===== src/rtl/pvs_consts.svh =====
// Constants of the parallel video source that drives the pixel input port
`ifndef PVS_CONSTS_SVH
`define PVS_CONSTS_SVH

`define PVS_CLK_NS          20
`define PVS_CLK_PS          20000
`define PVS_RST_LOW_NS      1250
`define PVS_RST_CYC         ((`PVS_RST_LOW_NS + `PVS_CLK_NS - 1) / `PVS_CLK_NS)
`define PVS_STEREO_NS       1000000
`define PVS_STEREO_CYC      ((`PVS_STEREO_NS + `PVS_CLK_NS - 1) / `PVS_CLK_NS)

`define PVS_V_SYNC_MIN      1
`define PVS_V_BP_MIN        2
`define PVS_V_FP_MIN        1
`define PVS_TVB_BASE        6
`define PVS_TVB_MULT        8
`define PVS_H_SYNC_MIN      4
`define PVS_H_SYNC_MAX      128
`define PVS_H_BP_MIN        4
`define PVS_H_FP_MIN        8
`define PVS_POS_MAX         4095

`define PVS_PAR_PER_MIN_PS  6450
`define PVS_BT_PER_MIN_PS   29850
`define PVS_PER_MAX_PS      1000000

`define PVS_BT_CODE_LEN     4
`define PVS_BT_FF           8'hFF
`define PVS_BT_00           8'h00
`define PVS_BT_BLANK_C      8'h80
`define PVS_BT_BLANK_Y      8'h10

`endif


===== src/rtl/pvs_pkg.sv =====
// Types shared by the parallel video source modules
package pvs_pkg;

  typedef enum logic [1:0] {
    PVS_CHIP_RST,
    PVS_IDLE,
    PVS_RUN
  } pvs_state_e;

  typedef struct packed {
    logic [7:0] cnt;
    logic       pclk;
    logic       tick;
  } pvs_div_s;

  typedef struct packed {
    pvs_state_e  st;
    logic [6:0]  rst_cnt;
    logic [11:0] h;
    logic [11:0] v;
    logic        bt;
    logic [31:0] since;
    logic        fs;
    logic        ls;
    logic        de;
    logic [23:0] word;
    logic        stereo;
    logic        chip_rst_n;
    logic        take;
    logic        fstart;
    logic        run;
  } pvs_src_s;

endpackage


===== src/rtl/pvs_pclk_div.sv =====
// Pixel clock divider with a tick on each falling pixel clock edge
`timescale 1ns/1ps
module pvs_pclk_div #(
  parameter int DIV = 8
) (
  input  wire logic clk_in,
  input  wire logic rst_b_in,
  output logic      pclk_out,
  output logic      fall_tick_out
);
  import pvs_pkg::*;

  localparam logic [7:0] LAST = 8'(DIV - 1);
  localparam logic [7:0] HALF = 8'(DIV / 2 - 1);

  if (DIV < 2 || DIV > 256 || (DIV % 2) != 0) begin : g_bad_div
    $error("pvs_pclk_div: DIV must be even and in 2..256");
  end

  pvs_div_s q;
  pvs_div_s d;

  always_comb begin
    d = q;
    d.tick = 1'b0;
    if (q.cnt == LAST) begin
      d.cnt = 8'h00;
      d.pclk = 1'b0;
      d.tick = 1'b1;
    end else begin
      d.cnt = q.cnt + 8'h01;
      if (q.cnt == HALF) begin
        d.pclk = 1'b1;
      end
    end
  end

  always_ff @(posedge clk_in or negedge rst_b_in) begin
    if (!rst_b_in) begin
      q <= '0;
    end else begin
      q <= d;
    end
  end

  assign pclk_out      = q.pclk;
  assign fall_tick_out = q.tick;

endmodule


===== src/rtl/pvs_source.sv =====
// Video source that drives the parallel pixel input port of the device
`timescale 1ns/1ps
`include "pvs_consts.svh"
module pvs_source #(
  parameter int PCLK_DIV            = 8,
  parameter int H_ACT               = 640,
  parameter int H_SYNC              = 4,
  parameter int H_BP                = 8,
  parameter int H_FP                = 8,
  parameter int SOURCE_ACTIVE_LINES = 480,
  parameter int ARRAY_USED_LINES    = 480,
  parameter int V_SYNC              = 1,
  parameter int V_BP                = 8,
  parameter int V_FP                = 6,
  parameter int STEREO_CYC          = `PVS_STEREO_CYC
) (
  input  wire logic        clk_in,
  input  wire logic        rst_b_in,
  input  wire logic        enable_in,
  input  wire logic        bt656_mode_in,
  input  wire logic        reset_req_in,
  input  wire logic        stereo_req_in,
  input  wire logic [23:0] pixel_data_in,
  output logic             pixel_clock_out,
  output logic             frame_sync_out,
  output logic             line_sync_out,
  output logic             pixel_valid_out,
  output logic [23:0]      pixel_word_bus_out,
  output logic             stereo_frame_flag_out,
  output logic             chip_reset_low_out,
  output logic             pixel_take_out,
  output logic             frame_start_out,
  output logic             running_out
);
  import pvs_pkg::*;

  localparam int H_TOT_I = H_BP + H_ACT + H_FP;
  localparam int V_TOT_I = V_BP + SOURCE_ACTIVE_LINES + V_FP;
  localparam int RATIO_I = (SOURCE_ACTIVE_LINES + ARRAY_USED_LINES - 1) / ARRAY_USED_LINES;
  localparam int TVB_MIN = `PVS_TVB_BASE + `PVS_TVB_MULT * ((RATIO_I > 1) ? RATIO_I : 1);
  localparam longint PCLK_PS = longint'(PCLK_DIV) * `PVS_CLK_PS;
  localparam longint FALL_TO_RISE = longint'(V_TOT_I - V_SYNC) * H_TOT_I * PCLK_DIV;

  localparam logic [11:0] H_TOT  = 12'(H_TOT_I);
  localparam logic [11:0] V_TOT  = 12'(V_TOT_I);
  localparam logic [11:0] HS_LEN = 12'(H_SYNC);
  localparam logic [11:0] HB     = 12'(H_BP);
  localparam logic [11:0] HA     = 12'(H_ACT);
  localparam logic [11:0] VS_LEN = 12'(V_SYNC);
  localparam logic [11:0] VB     = 12'(V_BP);
  localparam logic [11:0] VA     = 12'(SOURCE_ACTIVE_LINES);
  localparam logic [11:0] CODE_N = 12'(`PVS_BT_CODE_LEN);
  localparam logic [6:0]  RST_LAST   = 7'(`PVS_RST_CYC - 1);
  localparam logic [31:0] STEREO_HIT = 32'(STEREO_CYC);

  if (H_SYNC < `PVS_H_SYNC_MIN) begin : g_bad_hs_min
    $error("pvs_source: H_SYNC below the line sync minimum");
  end
  if (H_SYNC > `PVS_H_SYNC_MAX) begin : g_bad_hs_max
    $error("pvs_source: H_SYNC above the line sync maximum");
  end
  if (H_SYNC > H_BP) begin : g_bad_hs_bp
    $error("pvs_source: H_SYNC longer than H_BP");
  end

  if (H_BP < `PVS_H_BP_MIN) begin : g_bad_hbp
    $error("pvs_source: horizontal back porch too short");
  end
  if (H_FP < `PVS_H_FP_MIN) begin : g_bad_hfp
    $error("pvs_source: horizontal front porch too short");
  end
  if (H_ACT < 1) begin : g_bad_hact
    $error("pvs_source: H_ACT must be at least one pixel");
  end

  if (V_SYNC < `PVS_V_SYNC_MIN) begin : g_bad_vs_min
    $error("pvs_source: V_SYNC below one line");
  end
  if (V_SYNC > V_BP) begin : g_bad_vs_bp
    $error("pvs_source: V_SYNC longer than V_BP");
  end
  if (SOURCE_ACTIVE_LINES < 1) begin : g_bad_vact
    $error("pvs_source: SOURCE_ACTIVE_LINES must be at least one");
  end

  if (V_BP < `PVS_V_BP_MIN) begin : g_bad_vbp
    $error("pvs_source: vertical back porch too short");
  end
  if (V_FP < `PVS_V_FP_MIN) begin : g_bad_vfp
    $error("pvs_source: vertical front porch too short");
  end
  if (V_BP + V_FP < TVB_MIN) begin : g_bad_tvb
    $error("pvs_source: total vertical blanking too short");
  end

  if (ARRAY_USED_LINES < 1) begin : g_bad_used
    $error("pvs_source: ARRAY_USED_LINES must be at least one");
  end
  if (H_TOT_I > `PVS_POS_MAX) begin : g_bad_htot
    $error("pvs_source: line too long for the position counter");
  end
  if (V_TOT_I > `PVS_POS_MAX) begin : g_bad_vtot
    $error("pvs_source: frame too tall for the position counter");
  end

  if (PCLK_PS < `PVS_BT_PER_MIN_PS || PCLK_PS > `PVS_PER_MAX_PS) begin : g_bad_pclk
    $error("pvs_source: pixel clock period out of range");
  end

  if (STEREO_CYC < 1) begin : g_bad_st_min
    $error("pvs_source: STEREO_CYC must be at least one");
  end
  if (FALL_TO_RISE < 2 * longint'(STEREO_CYC) + 2) begin : g_bad_st_fit
    $error("pvs_source: frame too short for stereo flag setup and hold");
  end

  // Position p lies in [lo, lo+len)
  function automatic logic in_win(input logic [11:0] p,
                                  input logic [11:0] lo,
                                  input logic [11:0] len);
    return (p >= lo) && (p < 12'(lo + len));
  endfunction

  // BT.656 status byte: fixed 1, field 0, V, H and protection bits
  function automatic logic [7:0] bt_xy(input logic vb, input logic eav);
    return {1'b1, 1'b0, vb, eav, vb ^ eav, eav, vb, vb ^ eav};
  endfunction

  function automatic logic [7:0] bt_code(input logic [11:0] idx, input logic [7:0] xy);
    logic [7:0] b;
    b = xy;
    if (idx == 12'h000) begin
      b = `PVS_BT_FF;
    end else if (idx != 12'(`PVS_BT_CODE_LEN - 1)) begin
      b = `PVS_BT_00;
    end
    return b;
  endfunction

  logic     tick;
  logic     pclk;
  pvs_src_s q;
  pvs_src_s d;

  // Outputs launch one clock after the pixel clock falls (a reset request clears them on any clock, a stop clears the word one clock later),
  // so with PCLK_DIV of 6 or more they are settled before the rising sampling edge
  pvs_pclk_div #(
    .DIV (PCLK_DIV)
  ) u_div (
    .clk_in        (clk_in),
    .rst_b_in      (rst_b_in),
    .pclk_out      (pclk),
    .fall_tick_out (tick)
  );

  always_comb begin
    logic        act_line;
    logic        act_px;
    logic        in_sav;
    logic        in_eav;
    logic        last_h;
    logic [11:0] sav_lo;
    logic [11:0] eav_lo;
    logic [7:0]  bt_byte;
    act_line = 1'b0;
    act_px   = 1'b0;
    in_sav   = 1'b0;
    in_eav   = 1'b0;
    last_h   = 1'b0;
    sav_lo   = HB - CODE_N;
    eav_lo   = HB + HA;
    bt_byte  = 8'h00;
    d = q;
    d.take = 1'b0;
    d.fstart = 1'b0;

    // Hold counter from the last frame sync fall; saturates
    if (q.st == PVS_RUN && tick && q.h == 12'h000 && q.v == VS_LEN) begin
      d.since = 32'h0000_0000;
    end else if (q.since != STEREO_HIT) begin
      d.since = q.since + 32'h0000_0001;
    end
    // Flag moves only here: hold after the fall is met, and the
    // geometry check keeps the next rise a full setup away
    if (q.st == PVS_RUN && q.since == STEREO_HIT - 32'h0000_0001) begin
      d.stereo = stereo_req_in;
    end

    if (reset_req_in) begin
      // Saturate so a restarted frame cannot move the flag early
      d.since = STEREO_HIT;
      d.st = PVS_CHIP_RST;
      d.rst_cnt = 7'h00;
      d.chip_rst_n = 1'b0;
      d.fs = 1'b0;
      d.ls = 1'b0;
      d.de = 1'b0;
      d.word = 24'h000000;
    end else begin
      unique case (q.st)
        PVS_CHIP_RST: begin
          if (q.rst_cnt == RST_LAST) begin
            d.chip_rst_n = 1'b1;
            d.st = PVS_IDLE;
          end else begin
            d.rst_cnt = q.rst_cnt + 7'h01;
          end
        end
        PVS_IDLE: begin
          if (tick && enable_in) begin
            d.st = PVS_RUN;
            d.h = 12'h000;
            d.v = 12'h000;
            d.bt = bt656_mode_in;
          end
        end
        PVS_RUN: begin
          if (tick) begin
            act_line = in_win(q.v, VB, VA);
            act_px = act_line && in_win(q.h, HB, HA);
            in_sav = in_win(q.h, sav_lo, CODE_N);
            in_eav = in_win(q.h, eav_lo, CODE_N);
            last_h = (q.h == H_TOT - 12'h001);
            d.fstart = (q.h == 12'h000) && (q.v == 12'h000);
            if (q.bt) begin
              // Sync rides in the byte stream; separate strobes rest low
              d.fs = 1'b0;
              d.ls = 1'b0;
              d.de = 1'b0;
              if (in_sav) begin
                bt_byte = bt_code(q.h - sav_lo, bt_xy(!act_line, 1'b0));
              end else if (in_eav) begin
                bt_byte = bt_code(q.h - eav_lo, bt_xy(!act_line, 1'b1));
              end else if (act_px) begin
                bt_byte = pixel_data_in[7:0];
              end else if (q.h[0]) begin
                bt_byte = `PVS_BT_BLANK_Y;
              end else begin
                bt_byte = `PVS_BT_BLANK_C;
              end
              d.word = {16'h0000, bt_byte};
              d.take = act_px;
            end else begin
              d.fs = (q.v < VS_LEN);
              d.ls = (q.h < HS_LEN);
              d.de = act_px;
              // Blank word outside the valid window
              d.word = act_px ? pixel_data_in : 24'h000000;
              d.take = act_px;
            end
            if (last_h) begin
              d.h = 12'h000;
              if (q.v == V_TOT - 12'h001) begin
                d.v = 12'h000;
                // Stop only at a frame boundary so porches stay whole
                if (!enable_in) begin
                  d.st = PVS_IDLE;
                end else begin
                  d.bt = bt656_mode_in;
                end
              end else begin
                d.v = q.v + 12'h001;
              end
            end else begin
              d.h = q.h + 12'h001;
            end
          end
        end
        default: begin
          d.st = PVS_CHIP_RST;
          d.rst_cnt = 7'h00;
          d.chip_rst_n = 1'b0;
        end
      endcase
      if (q.st == PVS_IDLE) begin
        d.fs = 1'b0;
        d.ls = 1'b0;
        d.de = 1'b0;
        d.word = 24'h000000;
      end
    end
    d.run = (d.st == PVS_RUN);
  end

  always_ff @(posedge clk_in or negedge rst_b_in) begin
    if (!rst_b_in) begin
      q <= '{st: PVS_CHIP_RST, since: STEREO_HIT, default: '0};
    end else begin
      q <= d;
    end
  end

  assign pixel_clock_out       = pclk;
  assign frame_sync_out        = q.fs;
  assign line_sync_out         = q.ls;
  assign pixel_valid_out       = q.de;
  assign pixel_word_bus_out    = q.word;
  assign stereo_frame_flag_out = q.stereo;
  assign chip_reset_low_out    = q.chip_rst_n;
  assign pixel_take_out        = q.take;
  assign frame_start_out       = q.fstart;
  assign running_out           = q.run;

endmodule


===== config.mk =====
export PLATFORM = sky130hd
export DESIGN_NAME = pvs_source
export DESIGN_NICKNAME = d
export VERILOG_FILES = /design/src/rtl/pvs_pkg.sv /design/src/rtl/pvs_pclk_div.sv /design/src/rtl/pvs_source.sv
export VERILOG_INCLUDE_DIRS = /design/src /design/src/rtl
export SDC_FILE = /design/constraint.sdc
export NUM_CORES = 1
export LEC_CHECK = 0
export BUFFER_PORTS_ARGS = -buffer_cell sky130_fd_sc_hd__buf_4
export CORE_AREA = 2 2 158 160
export DETAILED_ROUTE_END_ITERATION = 16
export DIE_AREA = 0 0 160 162
export SLEW_MARGIN = 20
export SYNTH_ARGS = -nofsm -noshare
export SYNTH_HDL_FRONTEND = slang
export SYNTH_SLANG_ARGS = --single-unit

===== constraint.sdc =====
create_clock -name clk_in -period 2.9 [get_ports clk_in]
set_clock_uncertainty 0.2 [all_clocks]
set_input_delay 0.29 -clock clk_in [delete_from_list [all_inputs] [get_ports clk_in]]
set_output_delay 0.29 -clock clk_in [all_outputs]
set_load 0.01 [all_outputs]

==> key figures <==
Synth
  – Simple-gate share of the synthesized area: 0.241
  – Post-synth EDFFs: 0
  – Number of distinct library cells after synthesis: 74
  – Post-synthesis adder-cell area fraction: 0.0382
  – Post-synthesis mux area share: 0.0103
  – Largest cells by area after synthesis: dfrtp_1, nor2_1, xnor2_1, xor2_1, ha_1
  – Synth Area in XOR/XNOR: 0.0788
  – Yosys warning count: 0
  – Cell taking the most area after synthesis: dfrtp_1
  – Seq cells post-synth: 108
  – Share of the synthesized area in the top cell type: 0.410
  – Synth Cell Area: 6220 um^2
  – Largest family of logic cells by synthesized area: simple AND/OR/NAND/NOR gates
  – Seq/Total Area, Yosys: 0.435
  – Post-synth top cells: dfrtp_1, nor2_1, nand2_1
  – Net Count, Synth: 697
  – Most common cell in the synthesized netlist: dfrtp_1
  – Mapped Cells: 648
  – Post-synthesis compound-gate area fraction: 0.128
  – Avg Cell Area, Syn: 9.60 um^2
  – Ys flop type: dfrtp_1
  – Post-synth ARST share: 1.00

Clocking
  – Max clock buf depth: 2
  – CTS Sinks: 108
  – Cts bufs inserted: 9
  – Clock-pin slew on the worst setup and hold paths: 0.07 ns
  – Root Driver: clkbuf_16
  – # H-tree levels: 3
  – CTS tree: yes
  – Worst skew pair latency: 0.36 ns

Timing
  – Worst Max-Slew Pin Slew: 0.624 ns
  – Slew HR: 0.582
  – Max Clk Rate: 383 MHz
  – Max-slew violations: 0
  – Final Hold Vio Count: 0
  – RSZ-0062 raised after global routing: false
  – Total negative setup slack: 0 ns
  – Minimum clock period after layout: 2.61 ns
  – Final period util: 0.900
  – Final hold slack: 0.00824 ns
  – Setup violators final: 0

Floorplan
  – Row count: 57
  – Io pins: 63
  – Die Span X: 160 um
  – Core box area: 24100 um^2
  – Chip height: 162 um
  – Starting density of the core: 0.258
  – Die Area: 25900 um^2

Detailed routing
  – Drt drc: 0
  – Detailed-route via count: 4867
  – Routed len/inst: 14.0 um
  – First-pass DRT Iterations: 5
  – Initial drt markers: 267
  – Vias per cell: 4.67
  – Routed Antenna Nets: 0
  – Post-Route WL: 14600 um

Placement
  – HPWL Detailed: 10700 um
  – IO Port Bufs: 62
  – # placed instances: 1004
  – Placer Congestion: 0.828

Global routing
  – Vias in the first global route: 4853
  – Pin count of the biggest net entering global routing: 74
  – GR Overflow Total: 0
  – Total GRT Usage: 0.116
  – Initial antenna violation count: 0
  – First-pass GRT wire length: 24900 um

Cells and area
  – Area Growth Syn to Fin: 20.4%
  – Final net count: 762
  – Layout cells sized above 1: 0.178
  – Fillers: 2518
  – Non-filler cells, final: 1042
  – Area of the multi-input gates: 3100 um^2
  – Utilization after layout: 0.311
  – FF/Latch Area: 2710 um^2
  – Antenna diode count: 0

Status
  – Status: finished clean

Worst setup path
  – Reg2reg setup slack: 0.29 ns
  – Setup Crit Path Kind: reg -> reg
  – CP endpoint kind: flip-flop
  – Required time of the critical path: 2.94 ns
  – Crit path DAT: 2.65 ns
  – Critical path launch point type: flip-flop
  – Worst-path maximum fanout: 7

Worst hold path
  – Hold Crit Class: in -> reg

Pwr
  – Leak: 3.28 nW
  – Max VDD drop: 0.000249 V
  – PD cells: 412 nW/um^2
  – Overall power: 3.09 mW

Flow run
  – Max-cap violations: 0
[metrics by stage]
step                      setup WS, ns  cell area (um^2)
after CTS                        0.305              7500
final                            0.291              7500
after global routing             0.131              7500
after global placement           0.367              6960
after detailed placement         0.323              6960
after floorplan                  0.293              6220
[sequential cells by signal, indices dropped and copies added, names as in the netlist]
register               count
pixel_valid_out            1
u_div.pclk_out             1
stereo_frame_flag_out      1
running_out                1
pixel_word_bus_out        24
chip_reset_low_out         1
frame_start_out            1
pixel_take_out             1
u_div.q                    8
frame_sync_out             1
line_sync_out              1
u_div.fall_tick_out        1
q                         66
[layer usage]
metal / routed length [um] / GRT usage
met1: 6900 / 0.154
met3: 404 / 0.0146
met5: 0 / 0
met2: 7010 / 0.194
met4: 290 / 0.0455
[where the power goes]
| group | total [mW] | switching (mW) | leakage [nW] | internal [mW] |
|---|---|---|---|---|
| registers | 1.54 | 0.0192 | 1.46 | 1.52 |
| logic | 0.239 | 0.130 | 1.67 | 0.109 |
| clock network | 1.31 | 0.614 | 0.152 | 0.693 |
| total | 3.09 | 0.763 | 3.28 | 2.32 |
[critical path: stages, from the launching register on]
cell and delay [ns]:
dfrtp_1 0.39, inv_1 0.15, ha_1 0.29, nor2b_1 0.25, o221ai_1 0.18, a211oi_2 0.43
o31a_1 0.22, a211oi_1 0.05, or3_1 0.34
[worst paths after layout]
check                                  from               endpoint  cells past startpoint
hold reg to reg                  u_div.q[2]             u_div.q[2]                      1
setup reg to reg                      q[81]  pixel_word_bus_out[7]                      8
hold / removal             pixel_data_in[0]  pixel_word_bus_out[0]                      3
setup / recovery                      q[81]  pixel_word_bus_out[7]                      8
max in group asynchronous          rst_b_in                  q[46]                      3
min in group asynchronous          rst_b_in                  q[52]                      2
[cells by family (layout without fill, tap and decap cells)]
family                   after synthesis  after routing
flip-flops                           108            108
multiplexers                           6              6
AO/OA/AOI/OAI                        105            105
buffers and inverters                 77            147
adder cells (fa/ha/maj)               19             19
AND/OR/NAND/NOR                      277            277
XOR/XNOR                              56             56
[final cells by class]
| class | count | share of cell area |
|---|---|---|
| sequential | 108 | 0.362 |
| multi-input combinational | 463 | 0.413 |
| clock inverter | 7 | 0.0122 |
| timing repair buffer | 105 | 0.116 |
| inverter | 26 | 0.0130 |
| tap | 324 | 0.0541 |
| clock buffer | 9 | 0.0300 |
[cells in the final DEF, fill, tap and decap left out, types with 4 or more instances in the layout]
| master | instances |
|---|---|
| nand2_1 | 51 |
| xor2_1 | 28 |
| or3_1 | 10 |
| a22o_1 | 18 |
| nand2b_1 | 4 |
| dlygate4sd3_1 | 22 |
| inv_1 | 26 |
| nand4_1 | 20 |
| nor4b_1 | 5 |
| o21bai_1 | 8 |
| nand3b_1 | 6 |
| nand3_1 | 33 |
| dfstp_2 | 6 |
| xnor2_1 | 28 |
| a21o_1 | 5 |
| clkbuf_16 | 9 |
| ha_1 | 19 |
| o21ai_0 | 11 |
| and4_1 | 4 |
| a31oi_1 | 6 |
| a21oi_1 | 16 |
| nor2_1 | 68 |
| o21ai_1 | 5 |
| nor4_1 | 12 |
| buf_4 | 81 |
| nor2b_1 | 6 |
| nor3_1 | 22 |
| dfrtp_1 | 102 |
| and3_1 | 9 |
[what timing repair did]
item	4_1_cts	5_1_grt
buffers inserted	0	0
endpoints found under the hold margin	54	0
gates resized for setup	0	0
hold buffers	22	0
(Power assumes the default switching activity.)
